<file path="src/hdl/vmic_pkg.sv">
// Constants for the velocity monitor and switching I/O configuration block
// Function
// - Config bit 0: violate above or below limit
// - Config bit 1: both directions or configured direction
// - Config bit 2 enables dynamic monitor; rest reserved
// - Status bit 0 flags faulty velocity measurement
// - Status bit 2 set for negative direction
// - Status bits 3-7 flag monitor violations
// - Status bits 8-12 show comparison active
// - I/O config bit 0: input clear, output set
// - Input bit 1: falling or rising edge
// - Output bit 1: low or high active
// - Bits 8-9 enable position window sources
// - Bit 10 enables OR of velocity violations
// - Bits 11-15 enable diagnostic sources
// - Input bits 24-26 select input function
// - Line two shares layout, defaults output
// - Directional check only from start toward end
// - Independent mode ignores window order; violation drives output
package vmic_pkg;

  // Object indices and sub-indices
  localparam logic [15:0] IDX_DYN_MON      = 16'h2025;
  localparam logic [15:0] IDX_VEL_STATUS   = 16'h2026;
  localparam logic [15:0] IDX_IO_ONE       = 16'h2050;
  localparam logic [15:0] IDX_IO_TWO       = 16'h2051;
  localparam logic [7:0]  SUB_NONE         = 8'h00;
  localparam logic [7:0]  SUB_DYN_CONFIG   = 8'h01;
  localparam logic [7:0]  SUB_DYN_LIMIT    = 8'h02;
  localparam logic [7:0]  SUB_DYN_HYST     = 8'h03;
  localparam logic [7:0]  SUB_DYN_START    = 8'h04;
  localparam logic [7:0]  SUB_DYN_END      = 8'h05;

  // Monitor configuration fields
  localparam int          MON_BIT_BELOW    = 0;
  localparam int          MON_BIT_DIRDEP   = 1;
  localparam int          MON_BIT_ENABLE   = 2;
  localparam logic [7:0]  MON_CFG_MASK     = 8'h07;

  // Velocity status fields
  localparam int          ST_BIT_MEAS_ERR  = 0;
  localparam int          ST_BIT_MOVING    = 1;
  localparam int          ST_BIT_NEGATIVE  = 2;
  localparam int          ST_BIT_VIOL_LSB  = 3;
  localparam int          ST_BIT_DYN_VIOL  = 7;
  localparam int          ST_BIT_ACT_LSB   = 8;
  localparam int          ST_BIT_DYN_ACT   = 12;

  // I/O configuration fields
  localparam int          IO_BIT_OUTPUT    = 0;
  localparam int          IO_BIT_ACTIVE    = 1;
  localparam int          IO_BIT_SRC_LSB   = 8;
  localparam int          IO_NUM_SRC       = 8;
  localparam int          IO_FUNC_LSB      = 24;
  localparam logic [31:0] IO_CFG_MASK      = 32'h0700_FF03;
  localparam logic [2:0]  IO_FUNC_NONE     = 3'h0;
  localparam logic [2:0]  IO_FUNC_TEACH    = 3'h1;
  localparam logic [2:0]  IO_FUNC_LASER    = 3'h2;

  // Reset values
  localparam logic [7:0]  RST_DYN_CONFIG   = 8'h00;
  localparam logic [15:0] RST_DYN_LIMIT    = 16'h0000;
  localparam logic [15:0] RST_DYN_HYST     = 16'h0064;
  localparam logic [31:0] RST_DYN_POS      = 32'h0000_0000;
  localparam logic [31:0] RST_IO_ONE       = 32'h0000_0000;
  localparam logic [31:0] RST_IO_TWO       = 32'h0000_0001;

  // Value ranges
  localparam logic [15:0] VEL_MAX          = 16'h4E20;
  localparam logic [31:0] POS_MAX          = 32'h000F_423F;
  localparam logic [31:0] POS_MIN          = 32'hFFF0_BDC1;

endpackage : vmic_pkg

</file>
<file path="src/hdl/vmic_top.sv">
// Dynamic velocity monitor, velocity status word and two switching I/O lines
`timescale 1ns/100ps

module vmic_top (
  // Clock and reset
  input  wire logic               ref_clk,
  input  wire logic               rst_b,
  // Object access port
  input  wire logic               obj_req,
  input  wire logic               obj_we,
  input  wire logic [15:0]        obj_index,
  input  wire logic [7:0]         obj_sub,
  input  wire logic [31:0]        obj_wdata,
  output logic                    obj_ack_q,
  output logic                    obj_abort_q,
  output logic [31:0]             obj_rdata_q,
  // Measurement from the sensor core
  input  wire logic [15:0]        speed,
  input  wire logic               speed_negative,
  input  wire logic               speed_meas_error,
  input  wire logic signed [31:0] position,
  // Fixed monitors and position windows
  input  wire logic [3:0]         mon_violation,
  input  wire logic [3:0]         mon_active,
  input  wire logic [1:0]         pos_window_out,
  // Diagnostics
  input  wire logic               low_intensity_warning,
  input  wire logic               temperature_range_warning,
  input  wire logic               laser_prefailure_warning,
  input  wire logic               implausible_value_error,
  input  wire logic               hardware_error,
  // Switching I/O pins
  input  wire logic [1:0]         io_pin_in,
  output logic [1:0]              io_pin_out_q,
  output logic [1:0]              io_pin_oe_q,
  // Input line functions
  output logic                    preset_teach_q,
  output logic                    laser_off_q,
  // Status word
  output logic [15:0]             velocity_status_q
);

  logic [7:0]         dyn_monitor_config_q;
  logic [15:0]        dyn_velocity_limit_q;
  logic [15:0]        dyn_velocity_hysteresis_q;
  logic signed [31:0] dyn_window_start_pos_q;
  logic signed [31:0] dyn_window_end_pos_q;
  logic [31:0]        io_line_one_config_q;
  logic [31:0]        io_line_two_config_q;
  logic [31:0]        io_cfg [2];
  logic [1:0]         io_sync1_q;
  logic [1:0]         io_sync2_q;
  logic [1:0]         io_prev_q;
  logic               dyn_viol_q;
  logic               dyn_active;
  logic               in_window;
  logic               dir_ok;
  logic               over_set;
  logic               under_set;
  logic               over_clear;
  logic               under_clear;
  logic [16:0]        lim_hi;
  logic [16:0]        lim_lo;
  logic [7:0]         event_src;
  logic [1:0]         line_event;
  logic [1:0]         edge_hit;
  logic [1:0]         level_hit;
  logic               wr_ok;
  logic               known;
  logic [31:0]        rdata;

  assign io_cfg[0] = io_line_one_config_q;
  assign io_cfg[1] = io_line_two_config_q;

  // Range check of a signed position value
  function automatic logic pos_in_range(input logic [31:0] v);
    pos_in_range = ($signed(v) <= $signed(vmic_pkg::POS_MAX)) &&
                   ($signed(v) >= $signed(vmic_pkg::POS_MIN));
  endfunction

  // Object decode: read value, existence and write legality
  always_comb
  begin
    rdata = 32'h0000_0000;
    known = 1'b1;
    wr_ok = 1'b0;
    if (obj_index == vmic_pkg::IDX_DYN_MON && obj_sub == vmic_pkg::SUB_DYN_CONFIG)
    begin
      rdata = {24'h00_0000, dyn_monitor_config_q};
      wr_ok = 1'b1;
    end
    else if (obj_index == vmic_pkg::IDX_DYN_MON && obj_sub == vmic_pkg::SUB_DYN_LIMIT)
    begin
      rdata = {16'h0000, dyn_velocity_limit_q};
      wr_ok = obj_wdata[31:16] == 16'h0000 && obj_wdata[15:0] <= vmic_pkg::VEL_MAX;
    end
    else if (obj_index == vmic_pkg::IDX_DYN_MON && obj_sub == vmic_pkg::SUB_DYN_HYST)
    begin
      rdata = {16'h0000, dyn_velocity_hysteresis_q};
      wr_ok = obj_wdata[31:16] == 16'h0000 && obj_wdata[15:0] <= vmic_pkg::VEL_MAX;
    end
    else if (obj_index == vmic_pkg::IDX_DYN_MON && obj_sub == vmic_pkg::SUB_DYN_START)
    begin
      rdata = dyn_window_start_pos_q;
      wr_ok = pos_in_range(obj_wdata);
    end
    else if (obj_index == vmic_pkg::IDX_DYN_MON && obj_sub == vmic_pkg::SUB_DYN_END)
    begin
      rdata = dyn_window_end_pos_q;
      wr_ok = pos_in_range(obj_wdata);
    end
    else if (obj_index == vmic_pkg::IDX_VEL_STATUS && obj_sub == vmic_pkg::SUB_NONE)
    begin
      rdata = {16'h0000, velocity_status_q};
    end
    else if (obj_index == vmic_pkg::IDX_IO_ONE && obj_sub == vmic_pkg::SUB_NONE)
    begin
      rdata = io_line_one_config_q;
      wr_ok = 1'b1;
    end
    else if (obj_index == vmic_pkg::IDX_IO_TWO && obj_sub == vmic_pkg::SUB_NONE)
    begin
      rdata = io_line_two_config_q;
      wr_ok = 1'b1;
    end
    else
    begin
      known = 1'b0;
    end
  end

  // Access answer one cycle after the request
  always_ff @(posedge ref_clk or negedge rst_b)
  begin
    if (!rst_b)
    begin
      obj_ack_q   <= 1'b0;
      obj_abort_q <= 1'b0;
      obj_rdata_q <= 32'h0000_0000;
    end
    else
    begin
      obj_ack_q   <= obj_req;
      obj_abort_q <= obj_req && (!known || (obj_we && !wr_ok));
      if (obj_req && !obj_we && known)
        obj_rdata_q <= rdata;
    end
  end

  // Configuration storage; reserved bits are kept at zero
  always_ff @(posedge ref_clk or negedge rst_b)
  begin
    if (!rst_b)
    begin
      dyn_monitor_config_q      <= vmic_pkg::RST_DYN_CONFIG;
      dyn_velocity_limit_q      <= vmic_pkg::RST_DYN_LIMIT;
      dyn_velocity_hysteresis_q <= vmic_pkg::RST_DYN_HYST;
      dyn_window_start_pos_q    <= vmic_pkg::RST_DYN_POS;
      dyn_window_end_pos_q      <= vmic_pkg::RST_DYN_POS;
      io_line_one_config_q      <= vmic_pkg::RST_IO_ONE;
      io_line_two_config_q      <= vmic_pkg::RST_IO_TWO;
    end
    else if (obj_req && obj_we && known && wr_ok)
    begin
      if (obj_index == vmic_pkg::IDX_DYN_MON)
      begin
        case (obj_sub)
          vmic_pkg::SUB_DYN_CONFIG:
            dyn_monitor_config_q <= obj_wdata[7:0] & vmic_pkg::MON_CFG_MASK;
          vmic_pkg::SUB_DYN_LIMIT:  dyn_velocity_limit_q      <= obj_wdata[15:0];
          vmic_pkg::SUB_DYN_HYST:   dyn_velocity_hysteresis_q <= obj_wdata[15:0];
          vmic_pkg::SUB_DYN_START:  dyn_window_start_pos_q    <= obj_wdata;
          default:                  dyn_window_end_pos_q      <= obj_wdata;
        endcase
      end
      else if (obj_index == vmic_pkg::IDX_IO_ONE)
        io_line_one_config_q <= obj_wdata & vmic_pkg::IO_CFG_MASK;
      else
        io_line_two_config_q <= obj_wdata & vmic_pkg::IO_CFG_MASK;
    end
  end

  // Window membership and direction gating
  always_comb
  begin
    in_window = 1'b1;
    dir_ok    = 1'b1;
    if (dyn_window_start_pos_q != dyn_window_end_pos_q)
    begin
      // Window bounds taken in either order
      if (dyn_window_start_pos_q < dyn_window_end_pos_q)
        in_window = position >= dyn_window_start_pos_q && position <= dyn_window_end_pos_q;
      else
        in_window = position >= dyn_window_end_pos_q && position <= dyn_window_start_pos_q;
      if (dyn_monitor_config_q[vmic_pkg::MON_BIT_DIRDEP])
        dir_ok = speed_negative == (dyn_window_start_pos_q > dyn_window_end_pos_q);
    end
  end

  // A stationary target has no direction to match
  assign dyn_active = dyn_monitor_config_q[vmic_pkg::MON_BIT_ENABLE] && in_window &&
                      (dir_ok || speed == 16'h0000) && !speed_meas_error;

  // Hysteresis thresholds, saturating at zero below
  assign lim_hi = {1'b0, dyn_velocity_limit_q} + {1'b0, dyn_velocity_hysteresis_q};
  assign lim_lo = (dyn_velocity_limit_q >= dyn_velocity_hysteresis_q) ?
                  {1'b0, dyn_velocity_limit_q - dyn_velocity_hysteresis_q} : 17'h0_0000;

  assign over_set    = speed > dyn_velocity_limit_q;
  assign under_set   = speed < dyn_velocity_limit_q;
  assign over_clear  = {1'b0, speed} <= lim_lo;
  assign under_clear = {1'b0, speed} >= lim_hi;

  // Dynamic violation flag with hysteresis
  always_ff @(posedge ref_clk or negedge rst_b)
  begin
    if (!rst_b)
      dyn_viol_q <= 1'b0;
    else if (!dyn_active)
      dyn_viol_q <= 1'b0;
    else if (!dyn_monitor_config_q[vmic_pkg::MON_BIT_BELOW])
    begin
      if (over_set)
        dyn_viol_q <= 1'b1;
      else if (over_clear)
        dyn_viol_q <= 1'b0;
    end
    else
    begin
      if (under_set)
        dyn_viol_q <= 1'b1;
      else if (under_clear)
        dyn_viol_q <= 1'b0;
    end
  end

  // Velocity status word
  always_ff @(posedge ref_clk or negedge rst_b)
  begin
    if (!rst_b)
      velocity_status_q <= 16'h0000;
    else
    begin
      velocity_status_q <= 16'h0000;
      velocity_status_q[vmic_pkg::ST_BIT_MEAS_ERR] <= speed_meas_error;
      velocity_status_q[vmic_pkg::ST_BIT_MOVING]   <= speed != 16'h0000;
      velocity_status_q[vmic_pkg::ST_BIT_NEGATIVE] <= speed_negative;
      velocity_status_q[vmic_pkg::ST_BIT_VIOL_LSB +: 4] <= mon_violation;
      velocity_status_q[vmic_pkg::ST_BIT_DYN_VIOL] <= dyn_viol_q;
      velocity_status_q[vmic_pkg::ST_BIT_ACT_LSB +: 4] <= mon_active;
      velocity_status_q[vmic_pkg::ST_BIT_DYN_ACT]  <= dyn_active;
    end
  end

  // Event sources in configuration bit order 8 to 15
  assign event_src = {hardware_error, implausible_value_error, laser_prefailure_warning,
                      temperature_range_warning, low_intensity_warning,
                      (|mon_violation) || dyn_viol_q,
                      pos_window_out};

  // Pin synchronisers; stage one feeds only stage two
  always_ff @(posedge ref_clk or negedge rst_b)
  begin
    if (!rst_b)
    begin
      io_sync1_q <= 2'h0;
      io_sync2_q <= 2'h0;
      io_prev_q  <= 2'h0;
    end
    else
    begin
      io_sync1_q <= io_pin_in;
      io_sync2_q <= io_sync1_q;
      io_prev_q  <= io_sync2_q;
    end
  end

  genvar g;
  generate
    for (g = 0; g < 2; g++)
    begin : g_line
      assign line_event[g] = |(event_src &
                               io_cfg[g][vmic_pkg::IO_BIT_SRC_LSB +: vmic_pkg::IO_NUM_SRC]);
      // Active edge and active level per line
      assign edge_hit[g]   = io_cfg[g][vmic_pkg::IO_BIT_ACTIVE] ?
                             (io_sync2_q[g] && !io_prev_q[g]) : (!io_sync2_q[g] && io_prev_q[g]);
      assign level_hit[g]  = io_sync2_q[g] == io_cfg[g][vmic_pkg::IO_BIT_ACTIVE];
    end
  endgenerate

  // One process owns both pin vectors, so each has a single driver
  always_ff @(posedge ref_clk or negedge rst_b)
  begin
    if (!rst_b)
    begin
      io_pin_out_q <= 2'h0;
      io_pin_oe_q  <= 2'h0;
    end
    else
    begin
      for (int i = 0; i < 2; i++)
      begin
        io_pin_oe_q[i]  <= io_cfg[i][vmic_pkg::IO_BIT_OUTPUT];
        io_pin_out_q[i] <= io_cfg[i][vmic_pkg::IO_BIT_ACTIVE] ? line_event[i] :
                           !line_event[i];
      end
    end
  end

  // Input line functions; either line may request them
  always_ff @(posedge ref_clk or negedge rst_b)
  begin
    if (!rst_b)
    begin
      preset_teach_q <= 1'b0;
      laser_off_q    <= 1'b0;
    end
    else
    begin
      preset_teach_q <= 1'b0;
      laser_off_q    <= 1'b0;
      for (int i = 0; i < 2; i++)
      begin
        if (!io_cfg[i][vmic_pkg::IO_BIT_OUTPUT])
        begin
          if (io_cfg[i][vmic_pkg::IO_FUNC_LSB +: 3] == vmic_pkg::IO_FUNC_TEACH && edge_hit[i])
            preset_teach_q <= 1'b1;
          // Laser stays off while the line holds its active level
          if (io_cfg[i][vmic_pkg::IO_FUNC_LSB +: 3] == vmic_pkg::IO_FUNC_LASER && level_hit[i])
            laser_off_q <= 1'b1;
        end
      end
    end
  end

endmodule // vmic_top

</file>
<file path="config.mk">
export PLATFORM = sky130hd
export DESIGN_NAME = vmic_top
export DESIGN_NICKNAME = d
export VERILOG_FILES = /design/src/hdl/vmic_pkg.sv /design/src/hdl/vmic_top.sv
export SDC_FILE = /design/constraint.sdc
export NUM_CORES = 1
export LEC_CHECK = 0
export ABC_AREA = 1
export BUFFER_PORTS_ARGS = -buffer_cell sky130_fd_sc_hd__buf_4
export CAP_MARGIN = 5
export CELL_PAD_IN_SITES_DETAIL_PLACEMENT = 0
export CELL_PAD_IN_SITES_GLOBAL_PLACEMENT = 1
export CORE_MARGIN = 2
export CORE_UTILIZATION = 47
export CTS_CLUSTER_DIAMETER = 120
export DETAILED_ROUTE_END_ITERATION = 16
export PLACE_DENSITY = 0.85
export SLEW_MARGIN = 20
export SYNTH_ARGS = -nofsm -noshare
export SYNTH_HDL_FRONTEND = slang
export SYNTH_SLANG_ARGS = --single-unit
</file>
<file path="constraint.sdc">
create_clock -name ref_clk -period 6.2 [get_ports ref_clk]
set_input_delay 0.62 -clock ref_clk [delete_from_list [all_inputs] [get_ports ref_clk]]
set_output_delay 0.62 -clock ref_clk [all_outputs]
set_load 0.01 [all_outputs]
</file>
### Word level (Yosys, flattened, before mapping)

Index checks and enable logic that the tools add are counted.

* $add $sub $neg: 2
* multiply operators: 0
* divide/modulo/power cells: 0
* $lt $le $gt $ge: 14
* eq/ne operators: 19
* shift-type cells: 0
* muxes and demuxes: 45
* bitwise gates (word level): 5
* reductions and logical operators: 59

Operators by type and width (number)
* $mux 32: 5
* $mux 27: 3
* $eq 16x14->1 const B: 4
* $ge 32x32->1: 2
* $le 32x32->1: 2
* $mux 1: 36
* $ge 32x21->1 const B: 1
* $gt 32x32->1: 1
* $le 32x21->1 const B: 1
* $logic_not 16->1: 2
* $lt 32x32->1: 1
* $ne 32x32->1: 1
* $logic_and 1x1->1: 30
* $reduce_and 3->1: 7
* $add 16x16->17: 1
* $ge 16x17->1: 1
* $and 8x8->8: 2
* $eq 8x2->1 const B: 2
* $eq 8x3->1 const B: 2
* $ge 16x16->1: 1
* $gt 16x16->1: 1
* $le 16x15->1 const B: 1
* $le 16x16->1: 1
* $lt 16x16->1: 1
* 15 further kinds: 35

* register bits after elaboration: 185
* bits in latches: 0
* bits in writable memories: 0
* bits in read-only memories: 0
* input bits: 127
* output and inout port bits: 56
* word-level logic and storage cells: 163
* memories kept: 0

### Depth between registers and ports, before layout

* depth after elaboration: 14
* gate-level depth with buffers: 28
* gate-level depth less buffers: 28

### Least setup slack after synthesis

Ideal clock, no wire load.

* path kind: register to register
* from: register dyn_velocity_hysteresis_q[5]
* to: register dyn_viol_q
* library setup time: 119 ps
* arrival: 3303 ps
* data required time: 6081 ps
* slack: 2778 ps
* stages on the path, launching flop included: 24
* buffers on the path: 1
* period minus slack after synthesis: 3422 ps
* cell sequence: dfstp_2 -> inv_1 -> ha_1 -> clkbuf_1 -> inv_1 -> a21oi_1 -> inv_1 -> a211oi_1 -> o21ai_0 -> a21oi_1 -> o21bai_1 -> nand2_1 -> nand2_1 -> xor2_1 -> ha_1 -> nand2_1 -> nor4_1 -> nand4_1 -> nand3_1 -> nand2_1 -> nand2_1 -> nand2_1 -> a21oi_1 -> nor2_1

* longest elaborated chain between the ends: 5
* elaborated cells on any way between the ends: 9
* those cells by class: 2 x add/sub; 3 x order compare; 2 x eq/ne; 1 x mux; 1 x reduce/logical

RTL lines
* start: declaration: line vmic_top.sv:45 `logic [15:0] dyn_velocity_hysteresis_q;`
* start signal: assignment: line vmic_top.sv:157 `dyn_velocity_hysteresis_q <= vmic_pkg::RST_DYN_HYST;`
* start signal: assignment: line vmic_top.sv:171 `vmic_pkg::SUB_DYN_HYST: dyn_velocity_hysteresis_q <= obj_wdata[15:0];`
* $sub 16x16->16 or $ge 16x16->1 (tied branches): line vmic_top.sv:207, vmic_top.sv:206
* $mux 16: line vmic_top.sv:206 `assign lim_lo = (dyn_velocity_limit_q >= dyn_velocity_hysteresis_q) ?`
* $le 16x16->1: line vmic_top.sv:211 `assign over_clear = {1'b0, speed} <= lim_lo;`
* $ne 4x2->1 (no line)
* $reduce_and 2->1 (no line) (*)
* end signal: assignment: line vmic_top.sv:218 `dyn_viol_q <= 1'b0;`
* end signal: assignment: line vmic_top.sv:220 `dyn_viol_q <= 1'b0;`
* end signal: assignment: line vmic_top.sv:224 `dyn_viol_q <= 1'b1;`
* end: declaration: line vmic_top.sv:54 `logic dyn_viol_q;`

Mark *: on every way between the ends. The rest lies on a longest branch, timed or not.
A chain may end at the register's enable or synchronous reset.

### Worst setup path in the final report

* from: register dyn_velocity_hysteresis_q[2]
* to: register dyn_viol_q

The elaborated chain is that of the path after synthesis.

==> impl_metrics.csv <==
group,metric,value,unit
cells_and_area,final_cell_mix,"nand2_1, inv_1, dfrtp_1",
power_and_ir_drop,p_total,2.62,mW
power_and_ir_drop,pwr-share-seq,46.4,%
critical_path,crit_fanout,16,
critical_path,path_class,"flop to flop",
critical_path,cp_common_cell,"nand2_1",
power_and_ir_drop,p_clk_share,43.4,%
timing,tightest_slew,1.16,ns
drt,drt-initial-drc-count,1163,
clock_tree,worstSkewPairLatency,0.46,ns
clock_tree,htreeDepth,4,
cells_and_area,fillers,2810,
outcome,status,"finished clean",
clock_tree,cts_resized,0,
timing,hold_viol,0,
timing,skew,0.0171,ns
critical_path,cp-end-kind,"flop",
synth,synth_ff_type,"dfrtp_1",
critical_path,path_cells,"inv_1 -> ha_1 -> nand2_1 -> o21ai_0 -> a21boi_0 -> o21ai_1 -> nand2_1 -> nand3_1 -> nand3_1 -> ha_1 -> nand2_1 -> inv_1 -> o21ai_0 -> a21oi_1 -> a2111oi_0 -> nand2_1 -> nand2_1 -> nand3_1 -> nand3_1 -> nor2_1",
synth,ys_async_sr_fraction,100,%
clock_tree,clk_pin_slew,0.09,ns
clock_tree,ctsRootBufferMaster,"clkbuf_16",
timing,fin_ws,1.82,ns
drt,wl_per_cell,18.7,um
critical_path,worst_ep_required_time,6.55,ns
power_and_ir_drop,p_int,1.87,mW
die,io_pins,183,
synth,synth_area_per_cell,7.59,um2
clock_tree,hold_buffers,0,
synth,muxShareOfSynthArea,0,%
grt,grt_max_degree,105,
synth,synth_compound_area_share,17.4,%
timing,drv_slew,0,
synth,synth-simple-area-share,22.7,%
min_path,hold_path.class,"input pin to asynchronous set/reset pin",
cells_and_area,final_common_cell,"nand2_1",
power_and_ir_drop,switching_power,746,uW
synth,synthAdderAreaFrac,16.2,%
synth,synth_area,13900,um2
cells_and_area,antennaDiodeCount,0,
drt,drt_first_pass_iters,6,
synth,ys_seq_area_share,33.4,%
die,fp.dieW,176,um
synth,synth_edf_count,0,
synth,ys_types,58,
placement,dpl_worst_slack,1.62,ns
power_and_ir_drop,p_comb_share,10.2,%
timing,fin_crit,4.38,ns
grt,grt_pass1_vias,12800,
clock_tree,clock-sinks,185,
timing,fmax,228,MHz
grt,antenna_found_initial,0,
critical_path,crit_path_max_incr_delay,0.56,ns
drt,ant_nets,0,
critical_path,setup.worst_path.start_class,"flop",
drt,vias_per_cell,5.55,
cells_and_area,area_delta_synth_final,15.9,%
cells_and_area,postLayoutCellArea,16100,um2
placement,placed_cell_area,15400,um2
critical_path,crit_arrival,4.73,ns
grt,grtUsageTotal,29.0,%
drt,postRouteWirelength,44500,um
cells_and_area,fin_nets,2282,
grt,gr-total-overflow,0,
power_and_ir_drop,leakagePower,7.90,nW
placement,hpwlAfterDp,35600,um
synth,postSynthCellCount,1826,
synth,yosys_warnings,0,
die,dieArea,30900,um2
placement,place_congestion,0.938,
critical_path,path_buf_inv,2,
timing,timing.slew.headroom,22.2,%
clock_tree,numCtsBuffers,17,
cells_and_area,final_layout_size_suffix_gt1_share,15.5,%
power_and_ir_drop,peakVddDrop,0.000175,V
die,row_count,62,
die,core_area,28900,um2
synth,synth_top_family_by_area,"simple AND/OR/NAND/NOR gates",
power_and_ir_drop,sw_frac_of_total,28.5,%
critical_path,cp_slowest_cell,"dfstp_2",
critical_path,critPathTopFamily,"compound AO/OA/AOI/OAI gates",
flow_run,drv_cap,0,
clock_tree,cts_tree,"built",
drt,drc,0,
die,initial_core_util,48.0,%
clock_tree,cts_buffer_depth,2,
drt,vias,13200,
synth,synth-seq-cells,185,
timing,report.final.setup_viol,0,
die,fp.dieH,176,um
synth,synthXorXnorAreaFrac,1.20,%
timing,tns,0,ns
grt,grt_pass1_wl,69400,um
timing,min_period_over_period,70.6,%
placement,port_buffers,179,
power_and_ir_drop,power_density,163,nW/um2
timing,rsz0062_at_grt,"no",
clock_tree,post_cts_buffers,0,
[stage by stage]
step / util, % / std cells / hold WS [ns]
6_report: 55.6 / 2374 / 0.252
5_1_grt: 55.6 / 2374 / 0.251
4_1_cts: 55.6 / 2374 / 0.252
3_5_place_dp: 53.5 / 2342 / 0.338
3_3_place_gp: 53.5 / 2342 / 0.333
2_1_floorplan: - / 1828 / 0.324
[state kept, by name, summed over array words and instances (netlist names)]
name and count:
dyn_monitor_config_q 3, dyn_velocity_hysteresis_q 16, dyn_velocity_limit_q 16, dyn_viol_q 1, dyn_window_end_pos_q 32, dyn_window_start_pos_q 32
io_line_one_config_q 13, io_line_two_config_q 13, io_pin_oe_q 2, io_pin_out_q 2, io_prev_q 2, io_sync1_q 2
io_sync2_q 2, laser_off_q 1, obj_abort_q 1, obj_ack_q 1, obj_rdata_q 32, preset_teach_q 1
velocity_status_q 13
[layout make-up]
| type | count | area [um2] | share of cell area [%] |
|---|---|---|---|
| timing repair buffer | 181 | 1370 | 8.52 |
| tap | 384 | 480 | 2.99 |
| clock inverter | 15 | 191 | 1.19 |
| inverter | 261 | 980 | 6.10 |
| clock buffer | 17 | 425 | 2.65 |
| sequential | 185 | 4630 | 28.9 |
| multi-input combinational | 1331 | 7980 | 49.7 |
[cell usage after synthesis, types with 4 or more instances]
master       n  share of area (%)
a21boi_0     5               0.27
a21o_1       6               0.33
a21oi_1    120                4.3
a22oi_1      4               0.22
a31oi_1      6               0.27
a32oi_1     13               0.82
buf_2       17               0.61
buf_4        4               0.22
buf_6        6               0.49
clkbuf_1    23               0.62
dfrtp_1    181                 33
dfstp_2      4               0.76
ha_1       176                 16
inv_1      230                6.2
inv_2       30               0.81
nand2_1    423                 11
nand3_1     75                2.7
nand3_2      4               0.29
nand3_4      5               0.63
nand4_1     36                1.6
nor2_1     112                3.0
nor2_4       4               0.33
nor3_1      19               0.69
nor4_1      16               0.72
o2111ai_1    6               0.38
o211ai_1     8               0.43
o21a_1       7               0.38
o21ai_0     83                3.0
o21ai_1    101                3.6
o21ai_2     32                2.0
o21bai_1     4               0.22
o22ai_1      5               0.23
or2_2        6               0.27
xor2_1      17                1.1
[worst register-to-register path, delay by kind of cell, from the launching register on]
| family | cells | cell delay (ns) |
|---|---|---|
| adder cells (fa/ha/maj) | 2 | 0.69 |
| AND/OR/NAND/NOR | 10 | 1.29 |
| AO/OA/AOI/OAI | 6 | 1.68 |
| buffers and inverters | 2 | 0.08 |
| flip-flops | 1 | 0.56 |
[cells by family (layout without fill, tap and decap cells)]
| logic type | after synthesis | count (layout) |
|---|---|---|
| and+or+nand+nor | 716 | 716 |
| xor gates and xnor gates | 19 | 19 |
| DFF | 185 | 185 |
| AOI/OAI and AO/OA | 415 | 415 |
| adders and majority gates | 178 | 178 |
| buffers and inverters | 312 | 474 |
| other | 1 | 3 |
[final timing paths]
kind / slack (ns) / from / endpoint / depth (start not counted)
hold reg to reg: 0.35 / io_sync1_q[0] / io_sync2_q[0] / 0
min in group ref_clk: 0.26 / io_pin_in[1] / io_sync1_q[1] / 1
max in group asynchronous: 4.66 / rst_b / dyn_window_end_pos_q[4] / 2
setup reg to reg: 1.82 / dyn_velocity_hysteresis_q[2] / dyn_viol_q / 20
setup / recovery: 1.82 / dyn_velocity_hysteresis_q[2] / dyn_viol_q / 20
hold / removal: 0.25 / rst_b / obj_rdata_q[23] / 1
[power by group through the flow]
stage	sequential, mW	clock, mW	combinational, mW
6_report	1.22	1.14	0.266
5_1_grt	1.22	1.20	0.299
4_1_cts	1.22	1.15	0.267
3_5_place_dp	1.24	0	0.266
3_3_place_gp	1.24	0	0.261
2_1_floorplan	1.24	0	0.109
[layer usage]
layer  part of all wire (%)  up-vias  track usage (%)  wire length (um)
met5                      0        -                0                 0
met4                    2.9        0             8.92              1310
met3                    6.1       67             4.00              2700
met2                     47      434             48.9             21100
met1                     44     6249             38.7             19400
li1                       -     6427                -                 -
(Power assumes the default switching activity.)
